## config.mk

```make
export PLATFORM = sky130hd
export DESIGN_NAME = tbc_core
export DESIGN_NICKNAME = d
export VERILOG_FILES = /design/src/logic/tbc_pkg.sv /design/src/logic/tbc_tick_if.sv /design/src/logic/tbc_core.sv /design/src/logic/tbc_tick_gen.sv
export VERILOG_INCLUDE_DIRS = /design/src /design/src/logic
export SDC_FILE = /design/constraint.sdc
export NUM_CORES = 1
export LEC_CHECK = 0
export BUFFER_PORTS_ARGS = -buffer_cell sky130_fd_sc_hd__buf_2
export CAP_MARGIN = 20
export CORE_ASPECT_RATIO = 1.4
export CORE_MARGIN = 4
export CORE_UTILIZATION = 60
export CTS_CLUSTER_DIAMETER = 60
export DETAILED_ROUTE_END_ITERATION = 10
export PLACE_DENSITY = 0.78
export REMOVE_ABC_BUFFERS = 1
export SLEW_MARGIN = 20
export SYNTH_ARGS = -nofsm -noshare
export SYNTH_HDL_FRONTEND = slang
export SYNTH_SLANG_ARGS = --single-unit
```

## constraint.sdc

```tcl
create_clock -name ref_clk -period 12.18 [get_ports ref_clk]
set_clock_uncertainty 0.05 [all_clocks]
set_input_delay 2.436 -clock ref_clk [delete_from_list [all_inputs] [get_ports ref_clk]]
set_output_delay 2.436 -clock ref_clk [all_outputs]
set_load 0.005 [all_outputs]
```

## src/logic/tbc_cfg.svh

```systemverilog
`ifndef TBC_CFG_SVH
`define TBC_CFG_SVH
// -----------------------------------------------------------------
// register map (byte addresses on the 8-bit port)
// -----------------------------------------------------------------
`define TBC_A_CTRL_A      8'h00
`define TBC_A_CTRL_B      8'h01
`define TBC_A_CNT_L       8'h02
`define TBC_A_CNT_H       8'h03
`define TBC_A_CMPA_L      8'h04
`define TBC_A_CMPA_H      8'h05
`define TBC_A_CMPB_L      8'h06
`define TBC_A_CMPB_H      8'h07
`define TBC_A_CAP_L       8'h08
`define TBC_A_CAP_H       8'h09
`define TBC_A_FLAG        8'h0a
`define TBC_A_MASK        8'h0b
`define TBC_A_PWR         8'h0c
// -----------------------------------------------------------------
// fields and constants
// -----------------------------------------------------------------
`define TBC_FLAG_OVF      0
`define TBC_FLAG_CMPA     1
`define TBC_FLAG_CMPB     2
`define TBC_FLAG_CAP      3
`define TBC_BOTTOM        16'h0000
`define TBC_MAX           16'hffff
`define TBC_TOP8          16'h00ff
`define TBC_TOP9          16'h01ff
`define TBC_TOP10         16'h03ff
`define TBC_NC_LEN        4
`define TBC_RST_BYTE      8'h00
`endif

```

## src/logic/tbc_pkg.sv

```systemverilog
package tbc_pkg;
   // top source selection, control register a bits 2:0
   typedef enum logic [2:0] {
      TBC_TOP_MAX  = 3'h0,
      TBC_TOP_8    = 3'h1,
      TBC_TOP_9    = 3'h2,
      TBC_TOP_10   = 3'h3,
      TBC_TOP_CMPA = 3'h4,
      TBC_TOP_CAP  = 3'h5
   } tbc_top_type;
   // clock select, control register b bits 2:0
   typedef enum logic [2:0] {
      TBC_CS_OFF  = 3'h0,
      TBC_CS_D1   = 3'h1,
      TBC_CS_D8   = 3'h2,
      TBC_CS_D64  = 3'h3,
      TBC_CS_D256 = 3'h4,
      TBC_CS_D1K  = 3'h5,
      TBC_CS_EXTF = 3'h6,
      TBC_CS_EXTR = 3'h7
   } tbc_cs_type;
endpackage

```

## src/logic/tbc_tick_if.sv

```systemverilog
`timescale 1ns/100ps
// tick source control and result between top and tick generator
interface tbc_tick_if;
   logic [2:0] sel;      // clock select code
   logic       ext_lvl;  // synchronised external count level
   logic       tick;     // one-cycle timer tick
   modport gen (input sel, input ext_lvl, output tick);
   modport use_ (output sel, output ext_lvl, input tick);
endinterface

```

## src/logic/tbc_core.sv

```systemverilog
`timescale 1ns/100ps
`include "tbc_cfg.svh"
// Contract
// counter, compares, capture are 16 bits
// one shared high-byte latch per timer
// low write loads latch and byte together
// low read copies high byte to latch
// compare high reads bypass the latch
// cpu writes high first, reads low first
// cpu masks interrupts around two-byte access; tbc_cpu_model masks nothing
// prescaler or pin clocks; none means stopped
// buffered compares match continuously, set flags
// four sources, flag and mask registers
// capture edge copies counter, optional filter
// bottom is 0x0000, max is 0xffff
// top fixed 8/9/10-bit, compare a or capture
// compare a as top gives no pwm
// power-down bit set disables timer
// cpu counter write beats clear and count
// capture flag set with capture copy
// latch and 16-bit registers reset zero
module tbc_core #(
   parameter int NC_LEN = `TBC_NC_LEN
) (
   // clock and reset
   input  wire logic       ref_clk,
   input  wire logic       reset,
   input  wire logic       clk_en,
   // register port
   input  wire logic [7:0] addr,
   input  wire logic [7:0] wdata,
   input  wire logic       wr,
   input  wire logic       rd,
   output logic      [7:0] rdata,
   // pins
   input  wire logic       external_count_pin,
   input  wire logic       capture_pin,
   output logic            waveform_out_pin_a,
   output logic            waveform_out_pin_b,
   // interrupt
   output logic            irq
);
   import tbc_pkg::*;
   // -----------------------------------------------------------------
   // registers
   // -----------------------------------------------------------------
   logic [7:0]  ctrl_a_r;          // bit2:0 top select, bit4 pwm, bit5 nc, bit6 cap edge
   logic [7:0]  ctrl_b_r;          // bit2:0 clock select
   logic        timer_power_down_bit;  // 1 stops the module
   logic [15:0] count_value;
   logic [15:0] compare_value_a;   // active compare a
   logic [15:0] compare_value_b;
   logic [15:0] cmpa_buf_r;        // cpu-side buffer of compare a
   logic [15:0] cmpb_buf_r;
   logic [15:0] capture_value;
   logic [7:0]  hi_latch_r;        // shared high byte
   logic [3:0]  irq_flag_reg;
   logic [3:0]  irq_mask_reg;
   logic [7:0]  rdata_r;
   logic [1:0]  cap_sy_r;          // capture pin synchroniser
   logic [1:0]  ext_sy_r;          // count pin synchroniser
   logic [NC_LEN-1:0] nc_r;        // noise filter history
   logic        cap_f_r;           // filtered capture level
   logic        cap_d_r;           // previous level for edge detect
   // decoded strobes
   logic        run;
   logic        tick;
   logic [15:0] top_val;
   logic        at_top;
   logic        cnt_wr;
   logic        cap_evt;
   logic        cap_lvl;
   logic        pwm_mode;
   tbc_top_type top_sel;
   logic [3:0]  evt;               // events in flag layout
   tbc_tick_if  tk ();
   // -----------------------------------------------------------------
   // helpers
   // -----------------------------------------------------------------
   // low-byte write strobe for a given address
   function automatic logic wr_lo(input logic [7:0] a);
      wr_lo = wr && (addr == a);
   endfunction
   assign run      = !timer_power_down_bit;
   assign top_sel  = tbc_top_type'(ctrl_a_r[2:0]);
   assign pwm_mode = ctrl_a_r[4];
   assign cnt_wr   = wr && (addr == `TBC_A_CNT_L);
   assign tk.sel   = ctrl_b_r[2:0];
   assign tk.ext_lvl = ext_sy_r[1];
   assign tick     = tk.tick;
   tbc_tick_gen u_tick (
      .ref_clk (ref_clk),
      .reset   (reset),
      .clk_en  (clk_en),
      .run     (run),
      .tk      (tk.gen)
   );
   // -----------------------------------------------------------------
   // top selection
   // -----------------------------------------------------------------
   // fixed, compare a or capture limit
   always_comb begin
      unique case (top_sel)
         TBC_TOP_8:    top_val = `TBC_TOP8;
         TBC_TOP_9:    top_val = `TBC_TOP9;
         TBC_TOP_10:   top_val = `TBC_TOP10;
         TBC_TOP_CMPA: top_val = compare_value_a;
         TBC_TOP_CAP:  top_val = capture_value;
         default:      top_val = `TBC_MAX;
      endcase
   end
   assign at_top = (count_value == top_val);
   // -----------------------------------------------------------------
   // pin synchronisers
   // -----------------------------------------------------------------
   // two stages before anything reads the pins
   always_ff @(posedge ref_clk or posedge reset) begin
      if (reset) begin
         cap_sy_r <= 2'h0;
         ext_sy_r <= 2'h0;
      end else if (clk_en) begin
         cap_sy_r <= {cap_sy_r[0], capture_pin};
         ext_sy_r <= {ext_sy_r[0], external_count_pin};
      end
   end
   // -----------------------------------------------------------------
   // capture filter and edge
   // -----------------------------------------------------------------
   // filter accepts a level only after NC_LEN equal samples;
   // trades NC_LEN+1 cycles of extra capture delay for spike rejection
   always_ff @(posedge ref_clk or posedge reset) begin
      if (reset) begin
         nc_r    <= '0;
         cap_f_r <= 1'b0;
         cap_d_r <= 1'b0;
      end else if (clk_en && run) begin
         nc_r <= {nc_r[NC_LEN-2:0], cap_sy_r[1]};
         if (&nc_r)
            cap_f_r <= 1'b1;
         else if (~|nc_r)
            cap_f_r <= 1'b0;
         cap_d_r <= cap_lvl;
      end
   end
   assign cap_lvl = ctrl_a_r[5] ? cap_f_r : cap_sy_r[1];
   // bit6 set picks rising edge, clear picks falling
   assign cap_evt = run && (ctrl_a_r[6] ? (cap_lvl && !cap_d_r) : (!cap_lvl && cap_d_r));
   // -----------------------------------------------------------------
   // counter
   // -----------------------------------------------------------------
   // cpu write first, then wrap at top, then count
   always_ff @(posedge ref_clk or posedge reset) begin
      if (reset) begin
         count_value <= `TBC_BOTTOM;
      end else if (clk_en) begin
         if (cnt_wr)
            count_value <= {hi_latch_r, wdata};
         else if (tick && at_top)
            count_value <= `TBC_BOTTOM;
         else if (tick)
            count_value <= count_value + 16'h0001;
      end
   end
   // -----------------------------------------------------------------
   // compare buffers
   // -----------------------------------------------------------------
   // pwm modes take the buffer at top so top changes are glitch free
   always_ff @(posedge ref_clk or posedge reset) begin
      if (reset) begin
         cmpa_buf_r      <= 16'h0000;
         cmpb_buf_r      <= 16'h0000;
         compare_value_a <= 16'h0000;
         compare_value_b <= 16'h0000;
      end else if (clk_en) begin
         if (wr_lo(`TBC_A_CMPA_L))
            cmpa_buf_r <= {hi_latch_r, wdata};
         if (wr_lo(`TBC_A_CMPB_L))
            cmpb_buf_r <= {hi_latch_r, wdata};
         if (!pwm_mode || (tick && at_top)) begin
            compare_value_a <= cmpa_buf_r;
            compare_value_b <= cmpb_buf_r;
         end
      end
   end
   // -----------------------------------------------------------------
   // capture register
   // -----------------------------------------------------------------
   // writable only when it serves as top
   always_ff @(posedge ref_clk or posedge reset) begin
      if (reset) begin
         capture_value <= 16'h0000;
      end else if (clk_en) begin
         if (wr_lo(`TBC_A_CAP_L) && top_sel == TBC_TOP_CAP)
            capture_value <= {hi_latch_r, wdata};
         else if (cap_evt && top_sel != TBC_TOP_CAP)
            capture_value <= count_value;
      end
   end
   // -----------------------------------------------------------------
   // shared high byte latch
   // -----------------------------------------------------------------
   // one latch for all 16-bit registers; software must not interleave
   always_ff @(posedge ref_clk or posedge reset) begin
      if (reset) begin
         hi_latch_r <= `TBC_RST_BYTE;
      end else if (clk_en) begin
         if (wr && (addr == `TBC_A_CNT_H || addr == `TBC_A_CMPA_H ||
                    addr == `TBC_A_CMPB_H || addr == `TBC_A_CAP_H))
            hi_latch_r <= wdata;
         else if (rd && addr == `TBC_A_CNT_L)
            hi_latch_r <= count_value[15:8];
         else if (rd && addr == `TBC_A_CAP_L)
            hi_latch_r <= capture_value[15:8];
      end
   end
   // -----------------------------------------------------------------
   // control and power registers
   // -----------------------------------------------------------------
   // plain byte registers, no access sequence
   always_ff @(posedge ref_clk or posedge reset) begin
      if (reset) begin
         ctrl_a_r             <= 8'h00;
         ctrl_b_r             <= 8'h00;
         timer_power_down_bit <= 1'b0;
         irq_mask_reg         <= 4'h0;
      end else if (clk_en && wr) begin
         if (addr == `TBC_A_CTRL_A) ctrl_a_r <= wdata;
         if (addr == `TBC_A_CTRL_B) ctrl_b_r <= wdata;
         if (addr == `TBC_A_PWR)    timer_power_down_bit <= wdata[0];
         if (addr == `TBC_A_MASK)   irq_mask_reg <= wdata[3:0];
      end
   end
   // -----------------------------------------------------------------
   // flags
   // -----------------------------------------------------------------
   // overflow at max or top, compare on match at tick, capture on copy
   assign evt[`TBC_FLAG_OVF]  = tick && at_top && !cnt_wr;
   assign evt[`TBC_FLAG_CMPA] = tick && (count_value == compare_value_a);
   assign evt[`TBC_FLAG_CMPB] = tick && (count_value == compare_value_b);
   assign evt[`TBC_FLAG_CAP]  = cap_evt && top_sel != TBC_TOP_CAP;
   // write one clears; a new event in the same cycle wins
   always_ff @(posedge ref_clk or posedge reset) begin
      if (reset) begin
         irq_flag_reg <= 4'h0;
      end else if (clk_en) begin
         irq_flag_reg <= (irq_flag_reg & ~((wr && addr == `TBC_A_FLAG) ? wdata[3:0] : 4'h0)) | evt;
      end
   end
   assign irq = |(irq_flag_reg & irq_mask_reg);
   // -----------------------------------------------------------------
   // waveform outputs
   // -----------------------------------------------------------------
   // toggle on match; compare a gives no pwm when it is the top
   always_ff @(posedge ref_clk or posedge reset) begin
      if (reset) begin
         waveform_out_pin_a <= 1'b0;
         waveform_out_pin_b <= 1'b0;
      end else if (clk_en) begin
         if (evt[`TBC_FLAG_CMPA] && !(pwm_mode && top_sel == TBC_TOP_CMPA))
            waveform_out_pin_a <= !waveform_out_pin_a;
         if (evt[`TBC_FLAG_CMPB])
            waveform_out_pin_b <= !waveform_out_pin_b;
      end
   end
   // -----------------------------------------------------------------
   // read port
   // -----------------------------------------------------------------
   // high reads of count and capture come from the latch
   always_ff @(posedge ref_clk or posedge reset) begin
      if (reset) begin
         rdata_r <= 8'h00;
      end else if (clk_en) begin
         rdata_r <= 8'h00;
         if (rd) begin
            unique case (addr)
               `TBC_A_CTRL_A: rdata_r <= ctrl_a_r;
               `TBC_A_CTRL_B: rdata_r <= ctrl_b_r;
               `TBC_A_CNT_L:  rdata_r <= count_value[7:0];
               `TBC_A_CNT_H:  rdata_r <= hi_latch_r;
               `TBC_A_CMPA_L: rdata_r <= cmpa_buf_r[7:0];
               `TBC_A_CMPA_H: rdata_r <= cmpa_buf_r[15:8];
               `TBC_A_CMPB_L: rdata_r <= cmpb_buf_r[7:0];
               `TBC_A_CMPB_H: rdata_r <= cmpb_buf_r[15:8];
               `TBC_A_CAP_L:  rdata_r <= capture_value[7:0];
               `TBC_A_CAP_H:  rdata_r <= hi_latch_r;
               `TBC_A_FLAG:   rdata_r <= {4'h0, irq_flag_reg};
               `TBC_A_MASK:   rdata_r <= {4'h0, irq_mask_reg};
               `TBC_A_PWR:    rdata_r <= {7'h00, timer_power_down_bit};
               default:       rdata_r <= 8'h00;
            endcase
         end
      end
   end
   assign rdata = rdata_r;
endmodule

```

## src/logic/tbc_tick_gen.sv

```systemverilog
`timescale 1ns/100ps
`include "tbc_cfg.svh"
// prescaler and external edge select producing the timer tick
module tbc_tick_gen (
   // clock and control
   input  wire logic ref_clk,
   input  wire logic reset,
   input  wire logic clk_en,
   input  wire logic run,
   // tick link
   tbc_tick_if.gen   tk
);
   import tbc_pkg::*;
   // -----------------------------------------------------------------
   // prescaler
   // -----------------------------------------------------------------
   logic [9:0] pre_r;    // free prescaler count
   logic       ext_d_r;  // previous external level
   // prescaler restarts while powered down (run low) so first tick is a full period
   always_ff @(posedge ref_clk or posedge reset) begin
      if (reset) begin
         pre_r   <= 10'h000;
         ext_d_r <= 1'b0;
      end else if (clk_en) begin
         pre_r   <= run ? pre_r + 10'h001 : 10'h000;
         ext_d_r <= tk.ext_lvl;
      end
   end
   // tick select; stopped when no source chosen
   always_comb begin
      unique case (tbc_cs_type'(tk.sel))
         TBC_CS_OFF:  tk.tick = 1'b0;
         TBC_CS_D1:   tk.tick = run;
         TBC_CS_D8:   tk.tick = run && (pre_r[2:0] == 3'h7);
         TBC_CS_D64:  tk.tick = run && (pre_r[5:0] == 6'h3f);
         TBC_CS_D256: tk.tick = run && (pre_r[7:0] == 8'hff);
         TBC_CS_D1K:  tk.tick = run && (pre_r == 10'h3ff);
         TBC_CS_EXTF: tk.tick = run && ext_d_r && !tk.ext_lvl;
         TBC_CS_EXTR: tk.tick = run && !ext_d_r && tk.ext_lvl;
      endcase
   end
endmodule

```

## After elaboration in Yosys (flattened, before gate mapping)

Cells that the tools add are included.
Widths: inputs -> output; s select.

- Bits in read-only memories: 0
- Output and inout bits: 11
- Memories: 0
- Word-level logic and storage cells: 144
- Input port bits: 23
- RAM bits: 0
- Latch bits: 0
- Register bits after elaboration: 160

- Reductions and logical operators: 65
- Mux-type cells: 18
- Multiply operators: 0
- $lt $le $gt $ge: 0
- Bitwise gates (word level): 4
- Shift operators: 0
- Div/mod/pow operators: 0
- Add/sub/neg operators: 2
- Equality and inequality tests: 33

Operators by type and width:

| kind | count |
|---|---|
| $pmux 8 s12 | 1 |
| $mux 16 | 5 |
| $pmux 16 s5 | 1 |
| $eq 16x16->1 | 3 |
| $eq 8x4->1 const B | 5 |
| $eq 8x3->1 const B | 4 |
| $mux 8 | 4 |
| $logic_and 1x1->1 | 29 |
| $reduce_and 2->1 | 13 |
| $eq 3x3->1 const B | 7 |
| $add 16x1->16 const B | 1 |
| $eq 8x2->1 const B | 2 |
| $eq 3x2->1 const B | 4 |
| $add 10x1->10 const B | 1 |
| $eq 10x10->1 const B | 1 |
| $logic_not 1->1 | 10 |
| $mux 10 | 1 |
| $and 4x4->4 | 2 |
| $eq 8x1->1 const B | 1 |
| $eq 8x8->1 const B | 1 |
| $logic_not 8->1 | 1 |
| $pmux 1 s8 | 1 |
| $reduce_or 4->1 | 2 |
| $eq 3x1->1 const B | 2 |
| other kinds (13) | 20 |

## Logic depth before layout (Yosys ltp)

Gate-level depths: netlist of the first run.

- Depth after elaboration: 8
- Depth in mapped cells: 14
- Gate-level depth less buffers: 10

## Cells and area by module

Synthesis of the first run repeated with hierarchy kept, for this count alone.

- Cells, all modules: 895
- Area, all modules: 9190.1 sq um

By module, submodules not included:

| module | area an instance (sq um) | sequential area each (sq um) | instances | cells an instance |
|---|---|---|---|---|
| tbc_core | 8555.7 | 3728.6 | 1 | 828 |
| tbc_tick_gen | 634.4 | 275.3 | 1 | 67 |

## Worst setup path after synthesis of the first run

Ideal clock, no wire load.

- Path type: input port to flip-flop
- Start: in addr[5]
- End: reg capture_value[0]
- Path buffers: 1
- Slack: 7.455 ns
- Required time: 11.995 ns
- Setup time: 0.135 ns
- Data arrival time: 4.540 ns
- Stages on the path: 7
- Cells stage by stage: nor4_1 nand2_1 nor2_1 nand4_1 clkbuf_1 mux2i_1 o21ai_0

- Cells in the longest elaborated chain, start to end: 5
- Elaborated cells on any way between the ends: 6
- Those cells by class: eq/ne (1); mux (1); reduce/logical (4)

Ends and longest elaborated chain:

| item | RTL line | text |
|---|---|---|
| start: declaration | tbc_core.sv:30 | `input wire logic [7:0] addr,` |
| $eq 8x4->1 * | tbc_core.sv:82 | `wr_lo = wr && (addr == a);` |
| $logic_and 1x1->1 * | tbc_core.sv:82 |  |
| $logic_and 1x1->1 * | tbc_core.sv:193 | `` if (wr_lo(`TBC_A_CAP_L) && top_sel == TBC_TOP_CAP) `` |
| $reduce_bool 2->1 (no source line) | - |  |
| $reduce_and 2->1 (no source line) | - |  |
| end signal: assignment | tbc_core.sv:194 | `capture_value <= {hi_latch_r, wdata};` |
| end signal: assignment | tbc_core.sv:196 | `capture_value <= count_value;` |
| end: declaration | tbc_core.sv:55 | `logic [15:0] capture_value;` |

Mark *: on every way between the ends. The rest lies on a longest branch, timed or not.
A chain may end at the register's enable or synchronous reset.

## Final worst setup path of the first run

- Start: in addr[5]
- End: reg cmpa_buf_r[15]

- Cells in the longest elaborated chain, start to end: 3

Ends and longest elaborated chain:

| item | RTL line | text |
|---|---|---|
| $eq 8x3->1 | tbc_core.sv:82 |  |
| $logic_and 1x1->1 | tbc_core.sv:82 |  |
| $reduce_and 2->1 (no source line) | - |  |
| end signal: assignment | tbc_core.sv:176 | `cmpa_buf_r <= {hi_latch_r, wdata};` |
| end: declaration | tbc_core.sv:53 | `logic [15:0] cmpa_buf_r;` |

No other way between the ends.

==> flow_summary_export.csv, run 1 <==
group,metric,value,unit
final_layout,syn_to_final_growth,8.929,%
cts,numCtsBuffers,17,
final_layout,multiInputGateArea,4768,um2
cts,cts_setup_buffers,0,
setup_path,cp_max_fo,16,
sta,holdWs,417.8,ps
sta,setup_viol,0,
setup_path,crit_type,"in -> reg",
final_layout,drive_gt1_frac,0.2140,
cts,cts_sinks,160,
pwr,combPwrFrac,0.112,
synthesis,synth_area,9109,um2
synthesis,yosys_register_bits,160,
pwr,clockPowerShare,0.419,
final_layout,mostFrequentLayoutCell,"dfrtp_1",
job,maxCapViolCount,0,
die,initial_core_util,0.6078,
route,viasPerCell,6.753,
route,ant_nets,0,
global_routing,grt.total_usage,0.3012,
setup_path,crit_chain,"buf_2, nor4_1, nand2_1, nor2_1, nand3_1, mux2_2",
cts,path_clk_slew,70,ps
setup_path,critPathArrivalTime,5550,ps
cts,cts_buffer_depth,2,
global_routing,antenna_found_initial,0,
cts,cts_hold_buf,0,
global_routing,grt_pass1_wl,40160,um
min_path,hp-class,"reg -> reg",
pwr,p_seq_frac,0.469,
sta,final_max_slew_viol_count,0,
route,drt_iter0_markers,725,
placed_design,gp_congestion,0.9506,
pwr,p_total,1349,uW
sta,grt_setup_unrepaired,"no",
synthesis,yosysWarnings,0,
outcome,outcome,"complete, no violations",
cts,clk_latency,440,ps
setup_path,r2r_slack,7730,ps
min_path,hold_depth,1,
route,routed-wl-met2,12890,um
synthesis,ys_seq_area_frac,0.4396,
route,dr.pass1.iters,7,
global_routing,first_global_vias,7382,
cts,cts_tree,"done",
synthesis,syn-instance-count,890,
sta,max_slew.worst_pin.slew,1157,ps
die,die_h,153.8,um
setup_path,cp_top_family,"simple AND/OR/NAND/NOR gates",
route,avgRoutedWirePerCell,23.61,um
sta,hold_viol_final,0,
route,top_layer_used,"met4",
placed_design,placed_area,9288,um2
sta,max_freq,189.1,MHz
setup_path,cp_slowest_cell,"nand3_1",
die,rows,53,
setup_path,crit_buf_inv,1,
setup_path,worst_r2r_endpoint,"count_value[2]",
die,die_area,17240,um2
final_layout,nNetsFinal,916,
final_layout,design_area,9922,um2
global_routing,grt_max_degree,110,
sta,final.period_utilization,0.4341,
min_path,holdPathEnd,"waveform_out_pin_b",
synthesis,async_flop_share,1.000,
pwr,p_int,962.4,uW
setup_path,required,12450,ps
final_layout,diodes,0,
final_layout,seqCellArea,4004,um2
setup_path,cp-end-kind,"register",
setup_path,r2r_cells,9,
sta,min_period,5287,ps
placed_design,io_buffers,33,
route,totalWireLength,25830,um
synthesis,synth_edf_count,0,
route,wl_met3,1983,um
die,chipWidth,112.1,um
setup_path,rr_startpoint,"ctrl_a_r[2]",
die,pin_count,34,
min_path,hp-start,"waveform_out_pin_b",
pwr,powerDensity,136.0,nW/um2
route,wl_met1,9633,um
synthesis,synth_cell_types,84,
synthesis,syn_avg_cell_area,10.23,um2
sta,relSlewSlack,0.2233,
pwr,max-vdd-ir-drop,0.1098,mV
final_layout,nFillCells,1196,
synthesis,synth_ff_type,"dfrtp_1",
cts,htreeDepth,4,
die,core,14990,um2
cts,root_buffer,"clkbuf_16",
route,vias,7388,
route,drc,0,
setup_path,max_stage_delay,890,ps
final_layout,layout_common_cells,"160 x dfrtp_1, 106 x nand2_1, 64 x mux2_2",
pwr,power.switching,386.6,uW
global_routing,grt_overflow,0,
pwr,swShare,0.2866,
sta,finalSetupTns,0,ps
setup_path,worstSetupStartpointType,"input pin",
placed_design,dp_hpwl,17950,um
cts,cts_resized,0,
pwr,total_leakage_power,0.004692,uW
==> cell usage after synthesis (6+ instances only) <==
cell / instances / area share
dfrtp_1: 160 / 0.44
nand2_1: 106 / 0.044
mux2_2: 64 / 0.079
o21ai_0: 59 / 0.032
nor2_1: 45 / 0.019
clkbuf_1: 38 / 0.016
nand3_1: 37 / 0.020
xor2_1: 36 / 0.035
mux2_4: 32 / 0.053
mux2i_1: 28 / 0.031
o21ai_1: 16 / 0.0088
a21oi_1: 15 / 0.0082
and3_1: 14 / 0.0096
a21o_1: 13 / 0.011
inv_1: 13 / 0.0054
nor3_1: 13 / 0.0071
a22oi_1: 12 / 0.0099
a221oi_1: 11 / 0.011
a22o_1: 10 / 0.0096
nor4_1: 10 / 0.0069
a31oi_1: 9 / 0.0062
nand2b_1: 9 / 0.0062
buf_2: 8 / 0.0044
nand4_1: 8 / 0.0055
buf_6: 7 / 0.0087
buf_1: 6 / 0.0025
==> kinds of logic (layout without fill, tap and decap cells) <==
logic type / Yosys count / count (layout) / synth area share
AND/OR/NAND/NOR: 276 / 276 / 0.1496
AO/OA/AOI/OAI: 208 / 208 / 0.1622
flip-flops: 160 / 160 / 0.4396
multiplexers: 126 / 126 / 0.1651
buffers and inverters: 75 / 87 / 0.03860
XOR/XNOR: 41 / 41 / 0.03942
adder cells (fa/ha/maj): 4 / 4 / 0.005495
==> worst max path at each step <==
stage                             end  cells past startpoint  slack (ps)    start
detailed placement  capture_value[14]                      9        6120  addr[5]
global route         capture_value[0]                      9        6810  addr[5]
CTS                  capture_value[0]                      9        6530  addr[5]
finish                 cmpa_buf_r[15]                      6        6890  addr[5]
floorplan                     cap_d_r                      1        5370    reset
global placement    capture_value[15]                      9        6290  addr[5]
==> cell type report <==
class                           instances  share of cell area
Timing Repair Buffer                   41             0.02346
Clock buffer                           17             0.04288
Inverter                               14            0.005801
Tap cell                              192             0.02421
Sequential cell                       160              0.4035
Clock inverter                         15             0.01955
Multi-Input combinational cell        655              0.4806
==> worst register-to-register path, cell delays in order (launching register included) <==
cell      delay (ps)
dfrtp_1          670
inv_1            100
ha_1             520
or2_1            400
nor2_1           330
nor4b_1          520
a211oi_4         190
o41ai_2         1070
o21ai_1          110
a221o_1          390
==> power groups by stage <==
stage / sequential [uW] / clock, uW / combinational (uW)
finish: 632 / 565 / 151
floorplan: 614 / 0 / 109
detailed placement: 638 / 0 / 150
CTS: 628 / 568 / 151
global route: 637 / 591 / 172
global placement: 635 / 0 / 145
==> through the flow <==
stage / util / worst slack [ps] / cells
final: 0.6620 / 6893 / 1094
after global routing: 0.6620 / 6808 / 1094
after CTS: 0.6610 / 6533 / 1093
after detailed placement: 0.6197 / 6125 / 1061
after global placement: 0.6197 / 6288 / 1061
after floorplan: - / 5374 / 829
==> per-layer routing <==
layer | vias up | global-route usage
met5 | - | 0
met4 | 0 | 0.1638
met3 | 115 | 0.05906
met2 | 405 | 0.5047
met1 | 3604 | 0.3646
li1 | 3264 | -
(Power assumes the default switching activity.)
==> run 2, diff against run 1 <==
ABC_AREA = 1   (was not set)
CORE_UTILIZATION = 56   (was 60)
PLACE_DENSITY = 0.76   (was 0.78)
clock period = 4.6 ns   (was 12.18 ns; I/O delays follow)
==> run 2 against run 1 <==
  * Critical path depth grew 6
  * Die area up 4.3%
  * Critical endpoint is now compare_value_b[2]
  * Cell area fell by 2.1%
  * Largest power group unchanged
  * Sequential power rose to 3.1 times the previous value
==> flow_summary_export.csv, run 2 <==
group,metric,value,unit
outcome,outcome,"complete, no violations",
global_routing,grt_max_degree,107,
die,chipWidth,114.5,um
cts,numCtsBuffers,17,
die,die_h,157.1,um
setup_path,crit_type,"reg -> reg",
route,drc,0,
final_layout,syn_to_final_growth,9.273,%
synthesis,synth_area,8892,um2
final_layout,layout_common_cells,"331 x nand2_1, 160 x dfrtp_1, 112 x inv_1",
final_layout,diodes,0,
min_path,hp-class,"reg -> reg",
setup_path,worstSetupStartpointType,"register",
synthesis,syn-instance-count,1184,
route,ant_nets,0,
synthesis,yosysWarnings,0,
route,drt_iter0_markers,1028,
sta,setup_viol,0,
final_layout,drive_gt1_frac,0.09008,
synthesis,yosysMostFrequentCell,"nand2_1",
sta,final.period_utilization,0.7554,
die,pin_count,34,
synthesis,yosys_register_bits,160,
pwr,total_leakage_power,0.004604,uW
job,maxCapViolCount,0,
synthesis,synth_edf_count,0,
pwr,powerDensity,440.8,nW/um2
sta,final_max_slew_viol_count,0,
synthesis,synth_cell_types,43,
route,viasPerCell,6.096,
synthesis,ys_seq_area_frac,0.4503,
final_layout,nNetsFinal,1224,
global_routing,grt.total_usage,0.3277,
cts,cts_sinks,160,
placed_design,dp_hpwl,20190,um
global_routing,first_global_vias,8117,
sta,grt_setup_unrepaired,"no",
synthesis,yosysTopAreaCellShare,0.4503,
sta,min_period,3475,ps
global_routing,antenna_found_initial,0,
global_routing,grt_overflow,0,
setup_path,critPathArrivalTime,3740,ps
die,initial_core_util,0.5697,
synthesis,ys_top_cells_by_area,"dfrtp_1 45%, nand2_1 14%, nand3_1 5.8%",
die,rows,54,
placed_design,gp_congestion,0.9992,
die,die_area,17990,um2
setup_path,required,4860,ps
final_layout,design_area,9717,um2
cts,clk_latency,440,ps
cts,root_buffer,"clkbuf_16",
cts,cts_hold_buf,0,
cts,path_clk_slew,70,ps
setup_path,cp_max_fo,32,
final_layout,final_cells,1406,
sta,finalSetupTns,0,ps
placed_design,io_buffers,33,
synthesis,synth_common_cells,"331 x nand2_1, 160 x dfrtp_1, 113 x inv_1",
pwr,max-vdd-ir-drop,0.2626,mV
synthesis,async_flop_share,1.000,
placed_design,place_inst,1374,
setup_path,cp-end-kind,"register",
synthesis,yosysTopAreaCell,"dfrtp_1",
sta,max_slew.worst_pin.slew,981.7,ps
sta,relSlewSlack,0.3456,
cts,cts_resized,0,
route,vias,8571,
cts,cts_setup_buffers,0,
cts,htreeDepth,4,
synthesis,syn_avg_cell_area,7.510,um2
global_routing,grt_pass1_wl,45240,um
route,dr.pass1.iters,5,
route,avgRoutedWirePerCell,20.10,um
cts,cts_buffer_depth,2,
sta,hold_viol_final,0,
final_layout,mostFrequentLayoutCell,"nand2_1",
cts,cts_tree,"done",
placed_design,placed_area,9160,um2
die,core,15610,um2
sta,max_freq,287.8,MHz
route,totalWireLength,28270,um
synthesis,synth_ff_type,"dfrtp_1",
[run 2: changes by cell type after synthesis, sizes merged, moves of 21 or more]
cell	change
nand3	+69
nand4	+24
xor2	-21
nor2	+43
a21oi	+29
mux2	-98
o21ai	+28
o211ai	+21
mux2i	-28
nand2	+230
inv	+105
[run 2: kinds of logic after synthesis]
| kind of cell | count (synthesis) | synth area share |
|---|---|---|
| and+or+nand+nor | 591 | 0.2880 |
| buffers and inverters | 174 | 0.08034 |
| xor gates and xnor gates | 23 | 0.02265 |
| DFF | 160 | 0.4503 |
| adders and majority gates | 4 | 0.005628 |
| AOI/OAI and AO/OA | 232 | 0.1531 |
[run 2: worst paths after layout]
kind,from,to,slack (ps),depth (start not counted)
setup / recovery,ctrl_a_r[0],compare_value_b[2],1130,12
hold / removal,waveform_out_pin_b,waveform_out_pin_b,420,1
setup reg to reg,ctrl_a_r[0],compare_value_b[2],1130,12
hold reg to reg,waveform_out_pin_b,waveform_out_pin_b,420,1
max in group asynchronous,reset,cmpa_buf_r[4],2970,3
min in group asynchronous,reset,ctrl_a_r[1],670,2
[run 2: critical path, stage by stage, from the launching register on]
cell	delay, ps
dfrtp_1	600
nor2_1	610
nand2_1	220
inv_1	190
nand2_1	100
nand4_1	100
nand4_1	120
nor2_2	140
nand3_2	380
nand2_4	180
nand2_2	390
nand2_1	190
nand2_1	90
[run 2: metal layers]
metal  wire (um)  track usage  up-vias  share of wire
met5           0            0        -              0
met4        1759       0.1856        0          0.062
met3        2068      0.05538      110          0.073
met2       13390       0.5262      451           0.47
met1       11050       0.4185     4021           0.39
li1            -            -     3989              -
[run 2: power breakdown]
| part | internal (uW) | switching (uW) | leakage [uW] |
|---|---|---|---|
| sequential | 1610 | 339 | 0.00211 |
| combinational | 363 | 619 | 0.00224 |
| clock | 730 | 626 | 0.000254 |
| total | 2700 | 1580 | 0.00460 |
[run 2: cell type report]
class                      count  area (um2)
fill                        1409        5891
timing repair buffer          49       285.3
clock inverter                12       100.1
sequential                   160        4004
multi-input combinational    850        4174
clock buffer                  20       456.7
tap                          196       245.2
inverter                     119       451.7
[run 2: metrics by stage]
stage	util	hold WS, ps	setup WS [ps]	power (uW)
2_1_floorplan	-	392.2	-689.9	2538
3_3_place_gp	0.5869	405.5	1333	2906
3_5_place_dp	0.5869	408.5	1207	2925
4_1_cts	0.6226	422.1	1193	4274
5_1_grt	0.6226	457.3	808.9	4511
6_report	0.6226	418.1	1125	4284
